[src/hdl/temp_corr_pkg.sv]
// constants for the temperature correction datapath
// shared by the datapath top and its multiply step module
package temp_corr_pkg;
  localparam int RAW_W = 14;
  localparam int COEF_W = 16;
  localparam int RES_W = 16;
  localparam logic [RAW_W-1:0] RAW_MAX = 14'h3FFF;
  localparam logic signed [RES_W-1:0] RES_MAX = 16'sh7FFF;
  localparam logic signed [RES_W-1:0] RES_MIN = 16'sh8000;
  localparam int ACC_W = 50;
  localparam logic [1:0] STEP_LAST = 2'h2;

  typedef enum logic [1:0]
  {
    ST_IDLE = 2'b00,
    ST_MUL = 2'b01,
    ST_DONE = 2'b11
  } corr_state_t;
endpackage : temp_corr_pkg

[src/hdl/temp_corr_mul.sv]
// signed multiplier stage with one register
// assumes operands held stable by the caller's state machine
`timescale 1ns/100ps
module temp_corr_mul
  import temp_corr_pkg::*;
#(
  parameter int A_W = 34,
  parameter int B_W = 16
)
(
  // clock and reset
  input wire logic clk_i,
  input wire logic rst_i,
  // operands
  input wire logic signed [A_W-1:0] a_i,
  input wire logic signed [B_W-1:0] b_i,
  // registered product
  output logic signed [A_W+B_W-1:0] p_o
);
  typedef struct packed
  {
    logic signed [A_W+B_W-1:0] p;
  } mul_state_t;

  mul_state_t s_q;
  mul_state_t s_d;

  if (A_W < 2 || B_W < 2)
  begin : g_width_check
    $error("multiplier operands need at least two bits each");
  end

  always_comb
  begin
    s_d = s_q;
    s_d.p = a_i * b_i;
  end

  always_ff @(posedge clk_i or posedge rst_i)
  begin
    if (rst_i)
    begin
      s_q <= '0;
    end
    else
    begin
      s_q <= s_d;
    end
  end

  assign p_o = s_q.p;
endmodule : temp_corr_mul

[src/hdl/temp_corr_datapath.sv]
// corrected temperature = sq*raw^2 + gain*raw + offset, saturated
// assumes raw code and coefficients come from logic on SYS_CLK_I
`timescale 1ns/100ps
module temp_corr_datapath
  import temp_corr_pkg::*;
(
  // clock and reset
  input wire logic SYS_CLK_I,
  input wire logic RST_I,
  // raw code from the conversion front end
  input wire logic START_I,
  input wire logic [RAW_W-1:0] RAW_I,
  // calibration coefficients
  input wire logic signed [COEF_W-1:0] GAIN_COEF_I,
  input wire logic signed [COEF_W-1:0] OFFSET_COEF_I,
  input wire logic signed [COEF_W-1:0] TEMP_SQUARE_COEF_I,
  // result to the conditioning processor
  output logic BUSY_O,
  output logic VALID_O,
  output logic SATURATED_O,
  output logic signed [RES_W-1:0] RESULT_O
);
  localparam int A_W = ACC_W - COEF_W;

  // step 0 squares raw through the coefficient port, so widths are tied
  if (COEF_W != RAW_W + 2 || ACC_W < COEF_W + 2 * RAW_W + 2
    || RES_W > ACC_W)
  begin : g_width_check
    $error("accumulator or operand widths too narrow for the polynomial");
  end

  typedef struct packed
  {
    corr_state_t st;
    logic [1:0] step;
    logic [RAW_W-1:0] raw;
    logic signed [COEF_W-1:0] gain;
    logic signed [COEF_W-1:0] sq;
    logic signed [ACC_W-1:0] acc;
    logic busy;
    logic valid;
    logic sat;
    logic signed [RES_W-1:0] res;
  } dp_state_t;

  dp_state_t s_q;
  dp_state_t s_d;
  logic signed [A_W-1:0] mul_a;
  logic signed [COEF_W-1:0] mul_b;
  logic signed [ACC_W-1:0] prod;
  logic signed [ACC_W-1:0] sum;

  // one shared multiplier: three cycles of latency traded for area
  temp_corr_mul #(
    .A_W(A_W),
    .B_W(COEF_W)
  ) u_mul (
    .clk_i(SYS_CLK_I),
    .rst_i(RST_I),
    .a_i(mul_a),
    .b_i(mul_b),
    .p_o(prod)
  );

  always_comb
  begin
    mul_a = '0;
    mul_b = '0;
    // raw zero-extended, coefficients signed
    if (s_q.step == 2'h0)
    begin
      mul_a = A_W'($signed({1'b0, s_q.raw}));
      mul_b = $signed({2'b00, s_q.raw});
    end
    else if (s_q.step == 2'h1)
    begin
      mul_a = prod[A_W-1:0];
      mul_b = s_q.sq;
    end
    else
    begin
      mul_a = A_W'($signed({1'b0, s_q.raw}));
      mul_b = s_q.gain;
    end
  end

  // full-width sum of both products and the offset
  assign sum = s_q.acc + prod;

  always_comb
  begin
    s_d = s_q;
    s_d.valid = 1'b0;
    case (s_q.st)
      ST_IDLE:
      begin
        if (START_I)
        begin
          s_d.st = ST_MUL;
          s_d.step = 2'h0;
          s_d.raw = RAW_I;
          s_d.gain = GAIN_COEF_I;
          s_d.busy = 1'b1;
          s_d.sq = TEMP_SQUARE_COEF_I;
          s_d.acc = ACC_W'(OFFSET_COEF_I);
        end
      end
      ST_MUL:
      begin
        // step 0 builds raw^2, step 1 sq*raw^2, step 2 gain*raw
        if (s_q.step == STEP_LAST)
        begin
          s_d.acc = sum;
        end
        if (s_q.step == STEP_LAST + 2'h1)
        begin
          s_d.st = ST_DONE;
          s_d.acc = sum;
        end
        else
        begin
          s_d.step = s_q.step + 2'h1;
        end
      end
      ST_DONE:
      begin
        // clamp instead of wrapping
        if (s_q.acc > ACC_W'(RES_MAX))
        begin
          s_d.res = RES_MAX;
          s_d.sat = 1'b1;
        end
        else if (s_q.acc < ACC_W'(RES_MIN))
        begin
          s_d.res = RES_MIN;
          s_d.sat = 1'b1;
        end
        else
        begin
          s_d.res = s_q.acc[RES_W-1:0];
          s_d.sat = 1'b0;
        end
        s_d.valid = 1'b1;
        s_d.busy = 1'b0;
        s_d.st = ST_IDLE;
      end
      default:
      begin
        s_d.busy = 1'b0;
        s_d.st = ST_IDLE;
      end
    endcase
  end

  always_ff @(posedge SYS_CLK_I or posedge RST_I)
  begin
    if (RST_I)
    begin
      s_q <= '0;
    end
    else
    begin
      s_q <= s_d;
    end
  end

  // flopped copy, so the output never glitches on a state decode
  assign BUSY_O = s_q.busy;
  assign VALID_O = s_q.valid;
  assign SATURATED_O = s_q.sat;
  assign RESULT_O = s_q.res;

  // assertions
  logic signed [ACC_W-1:0] ref_val;
  logic signed [ACC_W-1:0] ref_q;
  always_ff @(posedge SYS_CLK_I or posedge RST_I)
  begin
    if (RST_I)
    begin
      ref_q <= '0;
    end
    else if (START_I && s_q.st == ST_IDLE)
    begin
      ref_q <= ref_val;
    end
  end
  assign ref_val = ACC_W'(TEMP_SQUARE_COEF_I) * ACC_W'({1'b0, RAW_I})
    * ACC_W'({1'b0, RAW_I}) + ACC_W'(GAIN_COEF_I) * ACC_W'({1'b0, RAW_I})
    + ACC_W'(OFFSET_COEF_I);
endmodule : temp_corr_datapath

[config.mk]
export PLATFORM = sky130hd
export DESIGN_NAME = temp_corr_datapath
export DESIGN_NICKNAME = d
export VERILOG_FILES = /design/src/hdl/temp_corr_pkg.sv /design/src/hdl/temp_corr_mul.sv /design/src/hdl/temp_corr_datapath.sv
export SDC_FILE = /design/constraint.sdc
export NUM_CORES = 2
export LEC_CHECK = 0
export BUFFER_PORTS_ARGS = -buffer_cell sky130_fd_sc_hd__clkbuf_2
export CAP_MARGIN = 10
export CELL_PAD_IN_SITES_DETAIL_PLACEMENT = 1
export CELL_PAD_IN_SITES_GLOBAL_PLACEMENT = 2
export CORE_ASPECT_RATIO = 1.4
export CORE_UTILIZATION = 24
export CTS_BUF_LIST = sky130_fd_sc_hd__clkbuf_8
export DETAILED_ROUTE_END_ITERATION = 8
export HOLD_SLACK_MARGIN = 0.06
export PLACE_DENSITY = 0.51
export SYNTH_ARGS = -nofsm -noshare
export SYNTH_HDL_FRONTEND = slang
export SYNTH_SLANG_ARGS = --single-unit
[constraint.sdc]
create_clock -name SYS_CLK_I -period 11.5 [get_ports SYS_CLK_I]
set_input_delay 1.15 -clock SYS_CLK_I [delete_from_list [all_inputs] [get_ports SYS_CLK_I]]
set_output_delay 1.15 -clock SYS_CLK_I [all_outputs]
set_load 0.03 [all_outputs]
== After elaboration in Yosys (flattened, before gate mapping) ==
Cells that the tools add are included.
Word-level totals
  bits of input ports: 65
  logic and storage cells: 50
  bits in registers: 169
Operators by class
  multipliers: 1
  reductions and logical operators: 8
  bitwise operators: 1
  multiplexer cells: 16
  order comparisons: 2
  $add $sub $neg: 2
  eq/ne operators: 9
Operators with widths (count)
  two-way mux 101 bit: 1
  two-way mux 50 bit: 2
  case mux 50 bit (2 select lines): 1
  two-way mux 34 bit: 2
  adder 50 bit: 1
  greater-than comparator 50 x 16 -> 1 bit, second input constant: 1
  less-than comparator 50 x 16 -> 1 bit, second input constant: 1
  multiplier 34 x 16 -> 50 bit: 1
  two-way mux 17 bit: 2
  two-way mux 16 bit: 2
  two-way mux 18 bit: 1
  case mux 2 bit (2 select lines): 2
  == test 2 bit, second input constant: 3
  inequality test 2 bit, second input constant: 3
  AND reduction 2 bit: 3
  AND reduction 3 bit: 2
  == test 2 x 1 -> 1 bit, second input constant: 2
  logical NOT 2 bit: 2
  two-way mux 2 bit: 2
  inequality test 3 bit, second input constant: 1
  adder 2 x 1 -> 2 bit, second input constant: 1
  case mux 1 bit (2 select lines): 1
  nonzero test 2 bit: 1
  NOT 1 bit: 1

== Depth between registers and ports, before layout ==
  depth after elaboration: 4
  depth in mapped cells: 32
  mapped depth without buffers: 28

== Cells and area by module ==
From an unflattened synthesis, not the netlist that was laid out.
Unflattened totals
  cell total of the unflattened synthesis: 3181
  area, all modules: 28673.8 µm²
Modules (own cells, without submodules)
  temp_corr_mul: sequential area each 1251.2 µm², times used 1, area an instance 20149.3 µm², cells an instance 2212
  temp_corr_datapath: sequential area each 2977.9 µm², times used 1, area an instance 8524.4 µm², cells an instance 969

== Least setup slack after synthesis ==
No wires, ideal clock.
  path kind: reg2reg
  from: reg s_q[116] (netlist name)
  to: reg u_mul.s_q (netlist bit u_mul.p_o[48])
  arrival: 7.923 ns
  slack: 3.497 ns
  stages on the path, launching flop included: 30
  clock period less this slack: 8.003 ns
  required time: 11.420 ns
  path through: dfrtp_1 -> inv_1 -> ha_1 -> clkbuf_1 -> nor2b_1 -> clkbuf_1 -> clkbuf_1 -> mux2i_1 -> nor2_1 -> fa_1 -> inv_1 -> fa_1 -> fa_1 -> inv_1 -> fa_1 -> fa_1 -> inv_1 -> fa_1 -> inv_1 -> ha_1 -> a211oi_1 -> o21ai_0 -> o211ai_1 -> inv_1 -> o31a_4 -> a211o_4 -> a31o_4 -> a31o_4 -> a221oi_2 -> xnor2_1
RTL lines
  start, declared: RTL line temp_corr_datapath.sv:46  | dp_state_t s_q;
  start signal, assigned: RTL line temp_corr_datapath.sv:159  | s_q <= '0;
  start signal, assigned: RTL line temp_corr_datapath.sv:163  | s_q <= s_d;
  end signal, assigned: RTL line temp_corr_mul.sv:43  | s_q <= '0;
  end signal, assigned: RTL line temp_corr_mul.sv:47  | s_q <= s_d;
  end, declared: RTL line temp_corr_mul.sv:25  | mul_state_t s_q;

==> flow_metrics.env <==
export IMPL_status="finished, final reports clean"
export IMPL_gr_total_overflow=0
export IMPL_setup_viol=0
export IMPL_hpwl_um=89000
export IMPL_antenna_found_initial=4
export IMPL_syn_inst=3164
export IMPL_hold_end="s_q[88]$_DFFE_PP0P_"
export IMPL_clk_latency_ns=0.60
export IMPL_post_cts_setup_buffers=0
export IMPL_synth_simple_area_share=0.140
export IMPL_synth_edf_count=0
export IMPL_wl_per_cell_um=23.2
export IMPL_wl_um=108000
export IMPL_max_clock_freq_ghz=0.109
export IMPL_post_route_util=0.262
export IMPL_synth_top_family_by_area="adder cells"
export IMPL_cts_buffers=17
export IMPL_endpoint_kind="register"
export IMPL_tritoncts="built"
export IMPL_synth_async_sr_flop_share=1.00
export IMPL_hold_class="reg2reg"
export IMPL_routabilityCongestion=0.821
export IMPL_top_usage_layer="met2"
export IMPL_slew_violations=0
export IMPL_placedInstanceArea_sq_um=30000
export IMPL_tightest_slew_ns=1.20
export IMPL_cts_resized_gates=0
export IMPL_grt_usage=0.187
export IMPL_met3_usage=0.0158
export IMPL_htreeDepth=4
export IMPL_pre_cts_ws_ns=2.25
export IMPL_r2r_cells=27
export IMPL_root_buffer="clkbuf_8"
export IMPL_cap_violations=0
export IMPL_initial_core_util=0.241
export IMPL_crit_type="reg2reg"
export IMPL_drtPass1Iterations=5
export IMPL_drc=0
export IMPL_crit_arrival_ns=9.63
export IMPL_layout_drive_gt1_share=0.0803
export IMPL_drt_vias_per_instance=4.65
export IMPL_fin_ws_ns=2.33
export IMPL_core_region_area_sq_um=116000
export IMPL_clock_skew_ns=0.0312
export IMPL_regToRegSetupSlack_ns=2.33
export IMPL_final_setup_tns_ns=0
export IMPL_required_ns=11.97
export IMPL_hp_start="s_q[88]$_DFFE_PP0P_"
export IMPL_syn_nets=3915
export IMPL_vias=21700
export IMPL_final_cell_area_sq_um=30400
export IMPL_synth_seq_area_share=0.151
export IMPL_die_w_um=291
export IMPL_yosysWarnings=0
export IMPL_rr_endpoint="u_mul.p_o[43]$_DFF_PP0_"
export IMPL_use_met1=0.237
export IMPL_synth_seq_cells=169
export IMPL_grt_max_degree=115
export IMPL_ys_types=70
export IMPL_ios=84
export IMPL_synth_compound_area_share=0.0966
export IMPL_holdPathStages=1
export IMPL_dieArea_sq_um=118000
export IMPL_ctsHoldBuffers=0
export IMPL_globalRouteMet2Util=0.338
export IMPL_grt_pass1_wl_um=163000
export IMPL_io_buffers=83
export IMPL_fin_crit_sh=0.797
export IMPL_hold_viol_final=0
export IMPL_clk_path_buf_depth=2
export IMPL_slew_headroom=0.175
export IMPL_synthToLayoutAreaGrowth_pct=8.61
export IMPL_drt_iter0_drc=787
export IMPL_fp_dieH_um=406
export IMPL_synth_top_flop_cell="dfrtp_1"
export IMPL_synth_xor_area_frac=0.0288
export IMPL_cp_max_fo=44
export IMPL_path_clk_slew_ns=0.14
export IMPL_synthAdderAreaFrac=0.444
export IMPL_row_count=148
export IMPL_nets=3901
export IMPL_rsz0062_at_grt="false"
export IMPL_antenna_left=0
export IMPL_synthesis_area_sq_um=28000
export IMPL_start_kind="register"
export IMPL_cts_sinks=169
export IMPL_synth_mux_area_frac=0.0360
export IMPL_grt_pass1_vias=24900
export IMPL_fin_crit_ns=9.17
export IMPL_reg2reg_from="s_q[115]$_DFFE_PP0P_"
export IMPL_postSynthAreaPerCell_sq_um=8.86
synth_stat cells (22+ instances only):
library cell | n | share of area
nand4_1 | 26 | 0.0058
and2_1 | 28 | 0.0063
mux2i_1 | 31 | 0.011
a21oi_1 | 145 | 0.026
nor2_1 | 332 | 0.044
fa_1 | 515 | 0.37
xor2_1 | 30 | 0.0094
nand3_1 | 30 | 0.0054
o21ai_0 | 78 | 0.014
mux2_2 | 62 | 0.025
nand2_1 | 441 | 0.059
ha_1 | 171 | 0.076
inv_1 | 602 | 0.081
a21o_1 | 52 | 0.014
xnor2_1 | 62 | 0.019
clkbuf_1 | 124 | 0.017
dfrtp_1 | 169 | 0.15
a31oi_1 | 24 | 0.0054
nor3_1 | 22 | 0.0039
flip-flops by register name, summed over array words and instances, names as in the netlist:
register,flops
u_mul.p_o,50
RESULT_O,16
s_q,100
BUSY_O,1
SATURATED_O,1
VALID_O,1
cells in the final DEF, fill, tap and decap left out, types with 5 or more instances in the layout:
| master | synthesis | layout |
|---|---|---|
| nand3_1 | 30 | 30 |
| ha_1 | 171 | 170 |
| inv_8 | 0 | 5 |
| nor4_1 | 12 | 12 |
| nand2b_1 | 12 | 12 |
| fa_1 | 515 | 515 |
| clkbuf_2 | 0 | 83 |
| a31oi_1 | 24 | 24 |
| o21bai_1 | 18 | 18 |
| o21ai_2 | 1 | 10 |
| clkbuf_8 | 0 | 18 |
| buf_4 | 16 | 35 |
| nor2_1 | 332 | 332 |
| a211oi_1 | 9 | 9 |
| a21oi_1 | 145 | 144 |
| and2_1 | 28 | 28 |
| nor3_1 | 22 | 22 |
| o211ai_1 | 16 | 16 |
| dfrtp_1 | 169 | 169 |
| a221oi_1 | 5 | 5 |
| nor2b_1 | 12 | 10 |
| a21o_1 | 52 | 52 |
| mux2i_1 | 31 | 31 |
| and3_1 | 9 | 9 |
| xnor2_1 | 62 | 62 |
| inv_1 | 602 | 601 |
| or3_1 | 11 | 11 |
| xor2_1 | 30 | 30 |
| o21a_1 | 20 | 20 |
| mux2_2 | 62 | 62 |
| nand2_1 | 441 | 441 |
| o21ai_0 | 78 | 73 |
| nand4_1 | 26 | 26 |
critical path, stage by stage, from the launching register on:
cell and delay [ns]:
dfrtp_1 0.45, inv_1 0.09, ha_2 0.19, buf_4 0.30
nor2b_4 0.72, buf_4 0.52, and2_1 0.64, nand2_1 0.17
fa_1 0.54, fa_1 0.55, inv_1 0.06, fa_1 0.50
inv_1 0.05, fa_1 0.59, fa_1 0.45, fa_1 0.51
inv_1 0.05, ha_1 0.37, and4_1 0.25, nor2b_1 0.14
o211ai_1 0.14, a21oi_1 0.43, o21ai_0 0.14, nand2b_1 0.24
o211ai_1 0.15, a21boi_0 0.43, mux2i_1 0.25, nand2_1 0.08
worst max path at each step:
stage | from | endpoint | depth (start not counted)
floorplan | s_q[116]$_DFFE_PP0P_ | u_mul.p_o[48]$_DFF_PP0_ | 29
global placement | s_q[115]$_DFFE_PP0P_ | u_mul.p_o[43]$_DFF_PP0_ | 27
detailed placement | s_q[115]$_DFFE_PP0P_ | u_mul.p_o[43]$_DFF_PP0_ | 27
CTS | s_q[115]$_DFFE_PP0P_ | u_mul.p_o[43]$_DFF_PP0_ | 27
global route | s_q[115]$_DFFE_PP0P_ | u_mul.p_o[43]$_DFF_PP0_ | 27
finish | s_q[115]$_DFFE_PP0P_ | u_mul.p_o[43]$_DFF_PP0_ | 27
metrics by stage:
stage                     hold WS, ns  std cells
after floorplan                 0.473       3164
after global placement          0.490       4630
after detailed placement        0.499       4630
after CTS                       0.526       4662
after global routing            0.528       4664
final                           0.521       4664
routing by layer:
metal / up-vias / part of all wire
li1: 9763 / -
met1: 11500 / 0.44
met2: 292 / 0.52
met3: 91 / 0.018
met4: 0 / 0.022
met5: - / 0
cells by family (layout without fill, tap and decap cells):
group | after synthesis | in the layout
other | 0 | 1
adder cells (fa/ha/maj) | 686 | 686
AO/OA/AOI/OAI | 425 | 425
XOR/XNOR | 92 | 92
multiplexers | 93 | 93
flip-flops | 169 | 169
AND/OR/NAND/NOR | 946 | 946
buffers and inverters | 753 | 752
final cells by class:
type                            count  area, sq um
Fill cell                       13500        85700
Multi-Input combinational cell   2242        21000
Sequential cell                   169         4230
Inverter                          602         2270
Tap cell                         1500         1880
Timing Repair Buffer              118          678
Clock buffer                       18          248
Clock inverter                     14          150
Antenna cell                        1         2.50
Power is left out: the tool's default activity adds up to more than one toggle a clock period on the data nets, which glitch-free logic cannot reach.
